===== config.mk =====
export PLATFORM = sky130hd
export DESIGN_NAME = fipc_regs
export DESIGN_NICKNAME = d
export VERILOG_FILES = /design/src/logic/fipc_pkg.sv /design/src/logic/fipc_if.sv /design/src/logic/fipc_regs.sv /design/src/logic/fipc_timer.sv
export SDC_FILE = /design/constraint.sdc
export NUM_CORES = 1
export LEC_CHECK = 0
export CAP_MARGIN = 25
export CORE_MARGIN = 8
export CORE_UTILIZATION = 40
export DETAILED_ROUTE_END_ITERATION = 6
export DONT_BUFFER_PORTS = 1
export GPL_ROUTABILITY_DRIVEN = 0
export PLACE_DENSITY = 0.55
export SLEW_MARGIN = 0
export SYNTH_ARGS = -nofsm -noshare
export SYNTH_HDL_FRONTEND = slang
export SYNTH_SLANG_ARGS = --single-unit

===== constraint.sdc =====
create_clock -name clk -period 5.5 [get_ports clk]
set_input_delay 0.825 -clock clk [delete_from_list [all_inputs] [get_ports clk]]
set_output_delay 0.825 -clock clk [all_outputs]
set_load 0.01 [all_outputs]

===== src/logic/fipc_pkg.sv =====
// Shared constants for the FIFO information and power control register bank
package fipc_pkg;
  // Register byte offsets
  localparam logic [7:0] OFF_RX_DATAPATH_CONTROL = 8'h78;
  localparam logic [7:0] OFF_RX_FIFO_OCC = 8'h7C;
  localparam logic [7:0] OFF_TX_FIFO_OCC = 8'h80;
  localparam logic [7:0] OFF_PWR_CTRL = 8'h84;
  localparam logic [7:0] OFF_BYTE_TEST = 8'h64;
  // Field positions
  localparam int RX_SKIP_BIT = 31;
  localparam int USED_WORDS_LSB = 16;
  localparam int PSEL_LSB = 12;
  localparam int PHY_RESET_REQUEST_BIT = 10;
  localparam int READY_BIT = 0;
  // Reset values
  localparam logic [15:0] TX_FREE_RESET = 16'h1200;
  localparam logic [7:0] WORDS_RESET = 8'h00;
  localparam logic [15:0] BYTES_RESET = 16'h0000;
  // Power states
  typedef enum logic [1:0] {
    FIPC_PS_D0 = 2'b00,
    FIPC_PS_D1 = 2'b01,
    FIPC_PS_D2 = 2'b10
  } fipc_pstate_t;
  // Timing
  localparam int CLK_MHZ = 25;
  localparam int PHY_RESET_REQUEST_US = 100;
  localparam int PHY_RESET_REQUEST_CYCLES = PHY_RESET_REQUEST_US * CLK_MHZ;
  localparam int READY_CYCLES = 16;
endpackage


===== src/logic/fipc_if.sv =====
// Interface carrying the timed PHY reset request and its completion
`timescale 1ns/1ps
interface fipc_if;
  logic start;
  logic busy;
  modport ctrl (output start, input busy);
  modport timer (input start, output busy);
endinterface


===== src/logic/fipc_regs.sv =====
// Receive/transmit FIFO information and power control register bank
`timescale 1ns/1ps
module fipc_regs #(
  parameter int PHY_RESET_REQUEST_CYCLES = fipc_pkg::PHY_RESET_REQUEST_CYCLES,
  parameter int READY_CYCLES = fipc_pkg::READY_CYCLES
) (
  // Clocking
  input wire logic clk,
  input wire logic reset,
  input wire logic clk_en,
  // Host register port, same clock domain
  input wire logic [7:0] reg_addr,
  input wire logic reg_wr,
  input wire logic reg_rd,
  input wire logic [31:0] reg_wdata,
  output logic [31:0] reg_rdata,
  // Receive datapath
  output logic rx_frame_skip_go,
  input wire logic rx_frame_skip_done,
  input wire logic rx_frame_pushed,
  input wire logic [15:0] rx_frame_len,
  input wire logic rx_data_popped,
  input wire logic [7:0] rx_status_used_words,
  // Transmit datapath
  input wire logic [7:0] tx_status_used_words,
  input wire logic [15:0] tx_data_free_bytes,
  // Power and PHY
  output logic [1:0] power_state_select,
  output logic phy_reset_out,
  output logic device_ready
);
  fipc_if tmr ();

  logic rx_frame_skip_reg;            // Skip in progress
  logic [15:0] rx_data_used_bytes_reg; // RX data occupancy
  logic [1:0] pstate_reg;             // Current power state
  logic phy_reset_request_reg;        // PHY reset bit
  logic phy_busy_seen_reg;            // Timer has started for this request
  logic read_seen_reg;                // A read occurred since reset or wake
  logic ready_reg;                    // Device stable
  logic [$clog2(READY_CYCLES+1)-1:0] ready_cnt_reg;
  logic wr_ok;                        // Write allowed to act
  logic [15:0] rx_len_rounded;

  //////////////////////////////////////////////////////////////////////////
  // Writes act only after a read, and only to byte test while not ready
  assign wr_ok = reg_wr && read_seen_reg && ready_reg;
  // Frame length rounded up to whole words
  assign rx_len_rounded = (rx_frame_len + 16'h0003) & 16'hFFFC;

  //////////////////////////////////////////////////////////////////////////
  // Read-before-write tracking; a wake re-arms it
  always_ff @(posedge clk) begin
    if (reset) begin
      read_seen_reg <= 1'b0;
    end else if (clk_en) begin
      if (reg_wr && reg_addr == fipc_pkg::OFF_BYTE_TEST &&
          pstate_reg != fipc_pkg::FIPC_PS_D0) begin
        read_seen_reg <= 1'b0;
      end else if (reg_rd) begin
        read_seen_reg <= 1'b1;
      end
    end
  end

  //////////////////////////////////////////////////////////////////////////
  // Power state select; byte test write wakes to normal operation
  always_ff @(posedge clk) begin
    if (reset) begin
      pstate_reg <= fipc_pkg::FIPC_PS_D0;
    end else if (clk_en) begin
      if (reg_wr && reg_addr == fipc_pkg::OFF_BYTE_TEST &&
          pstate_reg != fipc_pkg::FIPC_PS_D0) begin
        pstate_reg <= fipc_pkg::FIPC_PS_D0;
      end else if (wr_ok && reg_addr == fipc_pkg::OFF_PWR_CTRL &&
                   reg_wdata[fipc_pkg::PSEL_LSB+:2] != 2'b11) begin
        // Code 11 is refused rather than trusted to the host
        pstate_reg <= reg_wdata[fipc_pkg::PSEL_LSB+:2];
      end
    end
  end

  //////////////////////////////////////////////////////////////////////////
  // Ready drops on any state change and rises after a settle count
  always_ff @(posedge clk) begin
    if (reset) begin
      ready_reg <= 1'b0;
      ready_cnt_reg <= '0;
    end else if (clk_en) begin
      if (reg_wr && reg_addr == fipc_pkg::OFF_BYTE_TEST &&
          pstate_reg != fipc_pkg::FIPC_PS_D0) begin
        ready_reg <= 1'b0;
        ready_cnt_reg <= '0;
      end else if (pstate_reg != fipc_pkg::FIPC_PS_D0) begin
        // Reduced power: not ready until woken
        ready_reg <= 1'b0;
        ready_cnt_reg <= '0;
      end else if (!ready_reg) begin
        if (ready_cnt_reg == ($bits(ready_cnt_reg))'(READY_CYCLES)) begin
          ready_reg <= 1'b1;
        end else begin
          ready_cnt_reg <= ready_cnt_reg + 1'b1;
        end
      end
    end
  end

  //////////////////////////////////////////////////////////////////////////
  // Receive skip bit: set by host, cleared when datapath reports done
  always_ff @(posedge clk) begin
    if (reset) begin
      rx_frame_skip_reg <= 1'b0;
    end else if (clk_en) begin
      if (wr_ok && reg_addr == fipc_pkg::OFF_RX_DATAPATH_CONTROL &&
          reg_wdata[fipc_pkg::RX_SKIP_BIT]) begin
        rx_frame_skip_reg <= 1'b1;
      end else if (rx_frame_skip_done) begin
        rx_frame_skip_reg <= 1'b0;
      end
    end
  end

  // One-cycle skip launch toward the datapath
  always_ff @(posedge clk) begin
    if (reset) begin
      rx_frame_skip_go <= 1'b0;
    end else if (clk_en) begin
      rx_frame_skip_go <= wr_ok && !rx_frame_skip_reg &&
        reg_addr == fipc_pkg::OFF_RX_DATAPATH_CONTROL &&
        reg_wdata[fipc_pkg::RX_SKIP_BIT];
    end
  end

  //////////////////////////////////////////////////////////////////////////
  // RX data used-byte counter; a frame add and a word pop may coincide
  always_ff @(posedge clk) begin
    if (reset) begin
      rx_data_used_bytes_reg <= fipc_pkg::BYTES_RESET;
    end else if (clk_en) begin
      rx_data_used_bytes_reg <= rx_data_used_bytes_reg
        + (rx_frame_pushed ? rx_len_rounded : 16'h0000)
        - (rx_data_popped ? 16'h0004 : 16'h0000);
    end
  end

  //////////////////////////////////////////////////////////////////////////
  // PHY reset request; writes ignored while it is set
  assign tmr.start = phy_reset_request_reg && !phy_busy_seen_reg;

  always_ff @(posedge clk) begin
    if (reset) begin
      phy_reset_request_reg <= 1'b0;
      phy_busy_seen_reg <= 1'b0;
    end else if (clk_en) begin
      if (!phy_reset_request_reg) begin
        phy_busy_seen_reg <= 1'b0;
        if (wr_ok && reg_addr == fipc_pkg::OFF_PWR_CTRL &&
            reg_wdata[fipc_pkg::PHY_RESET_REQUEST_BIT]) begin
          phy_reset_request_reg <= 1'b1;
        end
      end else if (tmr.busy) begin
        phy_busy_seen_reg <= 1'b1;
      end else if (phy_busy_seen_reg) begin
        phy_reset_request_reg <= 1'b0;
      end
    end
  end

  fipc_timer #(
    .CYCLES(PHY_RESET_REQUEST_CYCLES)
  ) u_timer (
    .clk(clk),
    .reset(reset),
    .clk_en(clk_en),
    .port(tmr.timer)
  );

  // PHY reset pin follows the request from a flop
  always_ff @(posedge clk) begin
    if (reset) begin
      phy_reset_out <= 1'b0;
    end else if (clk_en) begin
      phy_reset_out <= phy_reset_request_reg || tmr.busy;
    end
  end

  //////////////////////////////////////////////////////////////////////////
  // Registered read data; reserved bits and unmapped offsets read zero
  always_ff @(posedge clk) begin
    if (reset) begin
      reg_rdata <= 32'h0000_0000;
    end else if (clk_en && reg_rd) begin
      reg_rdata <= 32'h0000_0000;
      unique case (reg_addr)
        fipc_pkg::OFF_RX_DATAPATH_CONTROL: begin
          reg_rdata[fipc_pkg::RX_SKIP_BIT] <= rx_frame_skip_reg;
        end
        fipc_pkg::OFF_RX_FIFO_OCC: begin
          reg_rdata <= {8'h00, rx_status_used_words,
                        rx_data_used_bytes_reg};
        end
        fipc_pkg::OFF_TX_FIFO_OCC: begin
          reg_rdata <= {8'h00, tx_status_used_words,
                        tx_data_free_bytes};
        end
        fipc_pkg::OFF_PWR_CTRL: begin
          // Always served, even in reduced power
          reg_rdata <= {18'h00000, pstate_reg, 1'b0,
                        phy_reset_request_reg, 9'h000,
                        ready_reg};
        end
        default: begin
          reg_rdata <= 32'h0000_0000;
        end
      endcase
    end
  end

  //////////////////////////////////////////////////////////////////////////
  // Status outputs from flops
  always_ff @(posedge clk) begin
    if (reset) begin
      power_state_select <= fipc_pkg::FIPC_PS_D0;
      device_ready <= 1'b0;
    end else if (clk_en) begin
      power_state_select <= pstate_reg;
      device_ready <= ready_reg;
    end
  end
endmodule // fipc_regs


===== src/logic/fipc_timer.sv =====
// Down-counter that holds the PHY reset for a minimum duration
`timescale 1ns/1ps
module fipc_timer #(
  parameter int CYCLES = fipc_pkg::PHY_RESET_REQUEST_CYCLES
) (
  // Clocking
  input wire logic clk,
  input wire logic reset,
  input wire logic clk_en,
  // Request and busy
  fipc_if.timer port
);
  localparam int CW = $clog2(CYCLES + 1);
  logic [CW-1:0] cnt_reg;

  //////////////////////////////////////////////////////////////////////////
  // Load on start, count down to zero; busy while nonzero
  always_ff @(posedge clk) begin
    if (reset) begin
      cnt_reg <= '0;
    end else if (clk_en) begin
      if (port.start && cnt_reg == '0) begin
        cnt_reg <= CW'(CYCLES);
      end else if (cnt_reg != '0) begin
        cnt_reg <= cnt_reg - 1'b1;
      end
    end
  end

  assign port.busy = (cnt_reg != '0);
endmodule // fipc_timer


==> metrics.md, run 1 <==
| Metric | Value |
|---|---|
| Layout cell share with drive strength beyond 1 | 0.06142 |
| Number of cells on the worst hold path | 2 |
| Flip-flop cell with the highest count after synthesis | dfxtp_1 |
| Number of cells after detailed placement | 641 |
| Root Buffer | clkbuf_8 |
| Transition time of the tightest slew-check pin | 0.9340 ns |
| Hold buffer count at cts | 0 |
| Worst hold path endpoint | u_timer.cnt_reg[2] |
| Number of rows in the core area | 37 |
| Data required time of the worst path | 5.79 ns |
| Detailed router's first-iteration violation count | 184 |
| Final Max Tran Viols | 0 |
| I/O Buffers | 0 |
| Mapped cell area | 4151 um2 |
| Sw Ratio | 0.3877 |
| Max incr delay on CP | 0.39 ns |
| Max reg flops | 25 |
| Clock skew | 0.007260 ns |
| Crit path cell chain | o21ai_2 > nor3_2 > nand3_1 > or3_1 > xnor2_1 > nand2_1 > ha_1 > inv_1 > ha_1 > a21oi_1 > o21ai_1 > or2_1 > o21ai_2 > xnor3_1 > a21oi_1 > a31o_1 |
| Post-synth top area share | 0.3279 |
| Total length of routed wires | 10460 um |
| Final total negative setup slack | 0 ns |
| Floorplan die area | 13890 um2 |
| Crit path launch type | input pin |
| Cell taking the most area after synthesis | dfxtp_1 |
| Width of the chip | 117.9 um |
| Routed WL per cell | 15.93 um |
| RR Endpoint | rx_data_used_bytes_reg[12] |
| Period utilization | 0.6657 |
| GRT Util Overall | 0.1532 |
| Ratio of routed vias to standard cells | 5.361 |
| Setup Buffers After CTS | 0 |
| Slack of the worst reg-to-reg path | 2.71 ns |
| Count of inserted antenna diode cells | 0 |
| Initial cell density of the core | 0.4076 |
| Maximum Capacitance Violations | 0 |
| Ports | 133 |
| Reported leakage power | 1.826 nW |
| Cell type of the slowest stage on the worst timing path | or3_1 |
| Via count of the first global-routing pass | 3433 |
| Power share of the combinational group | 0.443 |
| Most used cells in the layout excluding fill and tap cells | 69 x nor2_1, 68 x dfxtp_1, 53 x inv_1, 50 x nand2_1, 31 x nor3_1 |
| Min-delay worst type | register to register |
| Post-synthesis register bit count | 68 |
| Setup repair after global routing missed its margin | no |
| Number of standard cells in the final layout excluding fillers | 657 |
| Worst Min Path Start | u_timer.cnt_reg[2] |
| Setup CP Type | input pin to register |
| Later-pin clock latency in the skew report | 0.34 ns |
| Drc violations | 0 |
| Number of buffers between clock root and the deepest sink | 2 |
| Fillcell total | 1067 |
| Shortest period the worst path allows | 3.661 ns |
| TritonCTS sink count | 68 |
| Post-synthesis cell count | 526 |
| Depth of the worst register-to-register path | 11 |
| HPWL Detailed | 8014 um |
| Number of nets in the final layout | 642 |
| Maximum operating frequency | 273.1 MHz |
| Sw Pwr | 0.0007611 W |
| TritonCTS clock tree | done |
| Final setup fails | 0 |
| Leading cell types by total area after synthesis | dfxtp_1 33%, ha_1 8.4%, nor2_1 6.2% |
| Clock H-tree levels | 3 |
| Total via count in the routed design | 3522 |
| Most common cell after layout, fill and taps aside | nor2_1 |
| Placeable core area | 10180 um2 |
| Crit path buf inv count | 1 |
| Die Height | 117.9 um |
| Total congestion overflow | 0 |
| First-pass GRT wire length | 17440 um |
| Worst VDD drop | 128.5 uV |
| Yosys synthesis warning count | 0 |
| Share of power burned in the clock network | 0.219 |
| Crit path DAT | 3.95 ns |
| Hold Violations, Final | 0 |
| CP Max Fanout | 5 |
| Launch instance of the worst register-to-register path | rx_data_used_bytes_reg[2] |
| Total power per unit cell area | 443.0 nW/um2 |
| Relative max-transition margin | 0.3773 |
| Sequential area share after synthesis | 0.3279 |
| Number of antenna violations at the first check in global routing | 0 |
| Post-CTS resize count | 0 |
| Largest net degree at the start of global routing | 68 |
| Iteration count of the initial detailed-routing pass | 4 |
| Dominant delay contributor by cell family on the critical path | simple AND/OR/NAND/NOR gates |
| Clock transition at the registers of the reported paths | 0.08 ns |
| Number of distinct library cell variants in the gate-level netlist after synthesis | 58 |
| Average cell area after synthesis | 7.893 um2 |
| Endpoint kind of the worst setup timing path | register |
| Number of enable-type register cells in the synthesized netlist | 0 |
| Layout overhead on the synthesized area | 6.751% |
| Share of synthesized registers carrying an async set or reset | 0 |
| TritonCTS buffer count | 9 |
| Outcome | finished clean |
| Residual antenna-violating net count after detailed routing | 0 |
| Cell internal pwr | 0.001202 W |
| Relative contribution of sequential cells to total power | 0.339 |
==> per-stage QoR <==
step | hold slack [ns] | instance area, um2 | util | setup slack (ns) | power [W]
3_5_place_dp | 0.4649 | 4223 | 0.4146 | 1.499 | 0.001547
5_1_grt | 0.4931 | 4432 | 0.4351 | 1.546 | 0.002146
3_3_place_gp | 0.4522 | 4223 | 0.4146 | 1.513 | 0.001534
6_report | 0.4783 | 4432 | 0.4351 | 1.839 | 0.001963
2_1_floorplan | 0.4449 | 4174 | - | 1.786 | 0.001396
4_1_cts | 0.4797 | 4432 | 0.4351 | 1.855 | 0.001983
==> worst max-delay path by stage <==
stage               startpoint                          to  slack [ns]  depth (start not counted)
4_1_cts        rx_frame_len[0]  rx_data_used_bytes_reg[15]        1.85                         15
3_5_place_dp   rx_frame_len[0]  rx_data_used_bytes_reg[15]        1.50                         15
3_3_place_gp   rx_frame_len[0]  rx_data_used_bytes_reg[15]        1.51                         15
2_1_floorplan  rx_frame_len[0]  rx_data_used_bytes_reg[15]        1.79                         15
6_report       rx_frame_len[0]  rx_data_used_bytes_reg[15]        1.84                         16
5_1_grt        rx_frame_len[0]  rx_data_used_bytes_reg[15]        1.55                         16
==> synthesized netlist by cell type, types with 3 or more instances <==
library cell and instances:
a21o_1 3, a21oi_1 26, a211oi_1 6, a31oi_1 4, nor3_1 31, nand4_1 7, nor4_1 3, inv_1 53
nor2_1 69, buf_1 3, mux2i_1 9, clkbuf_1 18, nand2b_1 6, and3_1 3, nand3_1 13, a221oi_1 23
xnor2_1 19, o21a_1 6, o21ai_0 12, mux2_2 3, or3_1 4, xor2_1 9, dfxtp_1 68, nand2_1 50
buf_4 7, ha_1 28
==> worst reg2reg max path: stages (launching register included) <==
cell and delay [ns]:
dfxtp_1 0.42, inv_1 0.08, fa_1 0.55, inv_1 0.09, fa_1 0.47, a21oi_1 0.15, o21ai_0 0.10, a21oi_1 0.25
o21ai_0 0.11, nand3_1 0.12, mux2i_1 0.19, o311ai_0 0.13
==> logic make-up (layout without fill, tap and decap cells) <==
kind of cell	count (synthesis)	count (layout)	share of synthesized area
buffers and inverters	82	71	0.08077
muxes	12	12	0.02984
other	1	7	0.0009033
and+or+nand+nor	203	203	0.2324
AOI/OAI and AO/OA	101	101	0.1697
adders and majority gates	30	30	0.09403
xor gates and xnor gates	29	29	0.06450
DFF	68	68	0.3279
==> power groups by stage <==
stage,registers [W],logic [W],clock network [W]
final,0.000665,0.000869,0.000429
after global routing,0.000679,0.00100,0.000466
after global placement,0.000675,0.000859,0
after detailed placement,0.000677,0.000870,0
after floorplan,0.000650,0.000747,0
after CTS,0.000666,0.000877,0.000440
==> routing by layer <==
layer,global-route usage,share of wire,vias up
li1,-,-,1794
met1,0.1920,0.47,1620
met2,0.2351,0.43,94
met3,0.05564,0.080,14
met4,0.05765,0.019,0
met5,0,0,-
==> cell type report <==
class,count,area [um2],area share
timing repair buffer,2,15.01,0.003388
inverter,53,198.9,0.04489
clock buffer,10,137.6,0.03106
tap,136,170.2,0.03840
multi-input combinational,382,2477,0.5590
clock inverter,6,71.32,0.01609
sequential,68,1361,0.3072
Note: power is estimated with default switching activity, not from simulation.
==> inputs of run 2 (changes only) <==
==> constraint.sdc (replaced) <==
create_clock -name clk -period 3.8 [get_ports clk]
set_input_delay 0.57 -clock clk [delete_from_list [all_inputs] [get_ports clk]]
set_output_delay 0.57 -clock clk [all_outputs]
set_load 0.01 [all_outputs]
==> metrics.md, run 2 (synthesis gave the netlist of run 1 again) <==
| Metric | Value |
|---|---|
| Depth of the worst register-to-register path | 12 (+1) |
| Layout overhead on the synthesized area | 8.047% |
| Routed WL per cell | 15.95 um (+0.17%) |
| Setup Buffers After CTS | 0 (unchanged) |
| Number of nets in the final layout | 645 (+0.47%) |
| CP Max Fanout | 4 (-1) |
| Setup repair after global routing missed its margin | no |
| GRT Util Overall | 0.1562 (+0.002988) |
| Post-CTS resize count | 0 (unchanged) |
| Total length of routed wires | 10530 um (+0.63%) |
| Worst hold path endpoint | rx_data_used_bytes_reg[11] |
| Max incr delay on CP | 0.38 ns (about the same) |
| Ports | 133 (unchanged) |
| Crit path launch type | input pin |
| Iteration count of the initial detailed-routing pass | 4 (unchanged) |
| Residual antenna-violating net count after detailed routing | 0 (unchanged) |
| Fin worst setup slack | 0.5586 ns (-1.280 ns) |
| HPWL Detailed | 8142 um (+1.6%) |
| Total power of the final layout | 0.002951 W (+50%) |
| Dominant delay contributor by cell family on the critical path | simple AND/OR/NAND/NOR gates |
| Root Buffer | clkbuf_8 |
| Slack of the worst reg-to-reg path | 0.95 ns (-1.76 ns) |
| Crit path cell chain | o21ai_2 > nor3_2 > nand3_1 > or3_1 > xnor2_1 > nand2_1 > ha_1 > inv_1 > ha_1 > a21oi_1 > o21ai_1 > or2_1 > o21ai_2 > xnor3_1 > a31o_1 |
| Detailed router's first-iteration violation count | 155 (-16%) |
| Drc violations | 0 (unchanged) |
| Later-pin clock latency in the skew report | 0.34 ns (about the same) |
| Transition time of the tightest slew-check pin | 0.9609 ns (+0.02692 ns) |
| Maximum Capacitance Violations | 0 (unchanged) |
| Final total negative setup slack | 0 ns (unchanged) |
| Ratio of routed vias to standard cells | 5.318 (-0.79%) |
| Largest net degree at the start of global routing | 68 (unchanged) |
| Min-delay worst type | input pin to register |
| Via count of the first global-routing pass | 3584 (+4.4%) |
| Final setup fails | 0 (unchanged) |
| Data required time of the worst path | 4.04 ns (-1.75 ns) |
| Shortest period the worst path allows | 3.241 ns |
| Worst Setup Slack post-DPL | 0.1705 ns (-1.328 ns) |
| RR Endpoint | rx_data_used_bytes_reg[10] |
| Most used cells in the layout excluding fill and tap cells | 69 x nor2_1, 68 x dfxtp_1, 53 x inv_1, 50 x nand2_1, 31 x nor3_1 |
| Outcome | finished clean |
| Number of cells on the worst hold path | 1 (-1) |
| TritonCTS sink count | 68 (unchanged) |
| Reported leakage power | 1.863 nW (+2.0%) |
| Clock transition at the registers of the reported paths | 0.08 ns (about the same) |
| Cell type of the slowest stage on the worst timing path | or3_1 |
| Launch instance of the worst register-to-register path | rx_data_used_bytes_reg[2] |
| Placed cell areas | 4245 um2 (+0.53%) |
| Setup CP Type | input pin to register |
| Initial cell density of the core | 0.4076 (unchanged) |
| Total congestion overflow | 0 (unchanged) |
| First-pass GRT wire length | 17950 um (+2.9%) |
| Max reg flops | 25 (unchanged) |
| TritonCTS clock tree | done |
| Worst Min Path Start | reset |
| Most common cell after layout, fill and taps aside | nor2_1 |
| Worst VDD drop | 271.9 uV (+110%) |
| Crit path DAT | 3.48 ns (-0.47 ns) |
| Number of buffers between clock root and the deepest sink | 2 (unchanged) |
| Clock skew | 0.008618 ns (+0.001359 ns) |
| CP Launch Point | rx_frame_len[0] |
| Number of logic stages on the critical path including buffering | 15 (-1) |
| Hold buffer count at cts | 0 (unchanged) |
| Total power per unit cell area | 657.9 nW/um2 (+49%) |
| Floorplan die area | 13890 um2 (unchanged) |
| Number of antenna violations at the first check in global routing | 0 (unchanged) |
| Clock H-tree levels | 3 (unchanged) |
| TritonCTS buffer count | 9 (unchanged) |
| Post-Layout Inst Area | 4486 um2 (+1.2%) |
| Period utilization | 0.8530 |
| Number of rows in the core area | 37 (unchanged) |
| Endpoint kind of the worst setup timing path | register |
| Crit path buf inv count | 1 (unchanged) |
| Die Height | 117.9 um (unchanged) |
| Layout cell share with drive strength beyond 1 | 0.06489 (+0.003465) |
| Placeable core area | 10180 um2 (unchanged) |
| Relative max-transition margin | 0.3594 (-0.01795) |
| Hold Violations, Final | 0 (unchanged) |
| Final Max Tran Viols | 0 (unchanged) |
| I/O Buffers | 0 (unchanged) |
| Maximum operating frequency | 308.5 MHz |
| Total via count in the routed design | 3510 (-0.34%) |
| Width of the chip | 117.9 um (unchanged) |
| Count of inserted antenna diode cells | 0 (unchanged) |
## run 2: cell count changes in the layout (fill, tap and decap cells not counted)
cell | previous run | this run
buf_4 | 2 | 5
bufinv_16 | 1 | 3
clkbuf_1 | 0 | 1
clkbuf_8 | 10 | 9
clkinv_2 | 0 | 1
clkinv_4 | 1 | 2
clkinvlp_4 | 2 | 0
inv_6 | 2 | 0
## run 2: worst max-delay path by stage
| stage | end |
|---|---|
| 4_1_cts | rx_data_used_bytes_reg[15] |
| 5_1_grt | rx_data_used_bytes_reg[15] |
| 3_3_place_gp | rx_data_used_bytes_reg[15] |
| 2_1_floorplan | rx_data_used_bytes_reg[15] |
| 3_5_place_dp | rx_data_used_bytes_reg[15] |
| 6_report | rx_data_used_bytes_reg[15] |
## run 2: worst reg2reg max path, stage by stage (launching register included)
cell and delay [ns]:
dfxtp_1 0.43, inv_1 0.09, fa_1 0.39, inv_1 0.10, ha_1 0.24, ha_1 0.19, o21a_1 0.18, o21ai_0 0.15
nand2b_1 0.11, a31oi_1 0.26, o21ai_0 0.15, or3_1 0.35, o311ai_0 0.09
## run 2: cell type report
type                    instances  area, um2
multi-input cells             382       2477
fillers                      1046       5699
inverters                      53      198.9
clock inverters                 6      112.6
repair buffers                  5      37.54
clock buffers                  10      127.6
flip-flops and latches         68       1361
well taps                     136      170.2
## run 2: metal layers
metal  up-vias  track usage  part of all wire
li1       1796            -                 -
met1      1611       0.1901              0.46
met2        91       0.2544              0.45
met3        12      0.04940             0.079
met4         0      0.05364             0.012
met5         -            0                 0
## run 2: per-stage QoR
stage | hold slack (ns) | utilization | instances
2_1_floorplan | 0.4449 | - | 532
3_3_place_gp | 0.4516 | 0.4161 | 643
3_5_place_dp | 0.4595 | 0.4168 | 644
4_1_cts | 0.2786 | 0.4404 | 660
5_1_grt | 0.2795 | 0.4404 | 660
6_report | 0.2992 | 0.4404 | 660
## run 2: power by group
part / total, W / leakage, nW / internal (W) / switching, W
Sequential: 0.000967 / 0.557 / 0.000834 / 0.000133
Combinational: 0.00126 / 1.19 / 0.000580 / 0.000683
Clock: 0.000721 / 0.120 / 0.000438 / 0.000284
Total: 0.00295 / 1.86 / 0.00185 / 0.00110
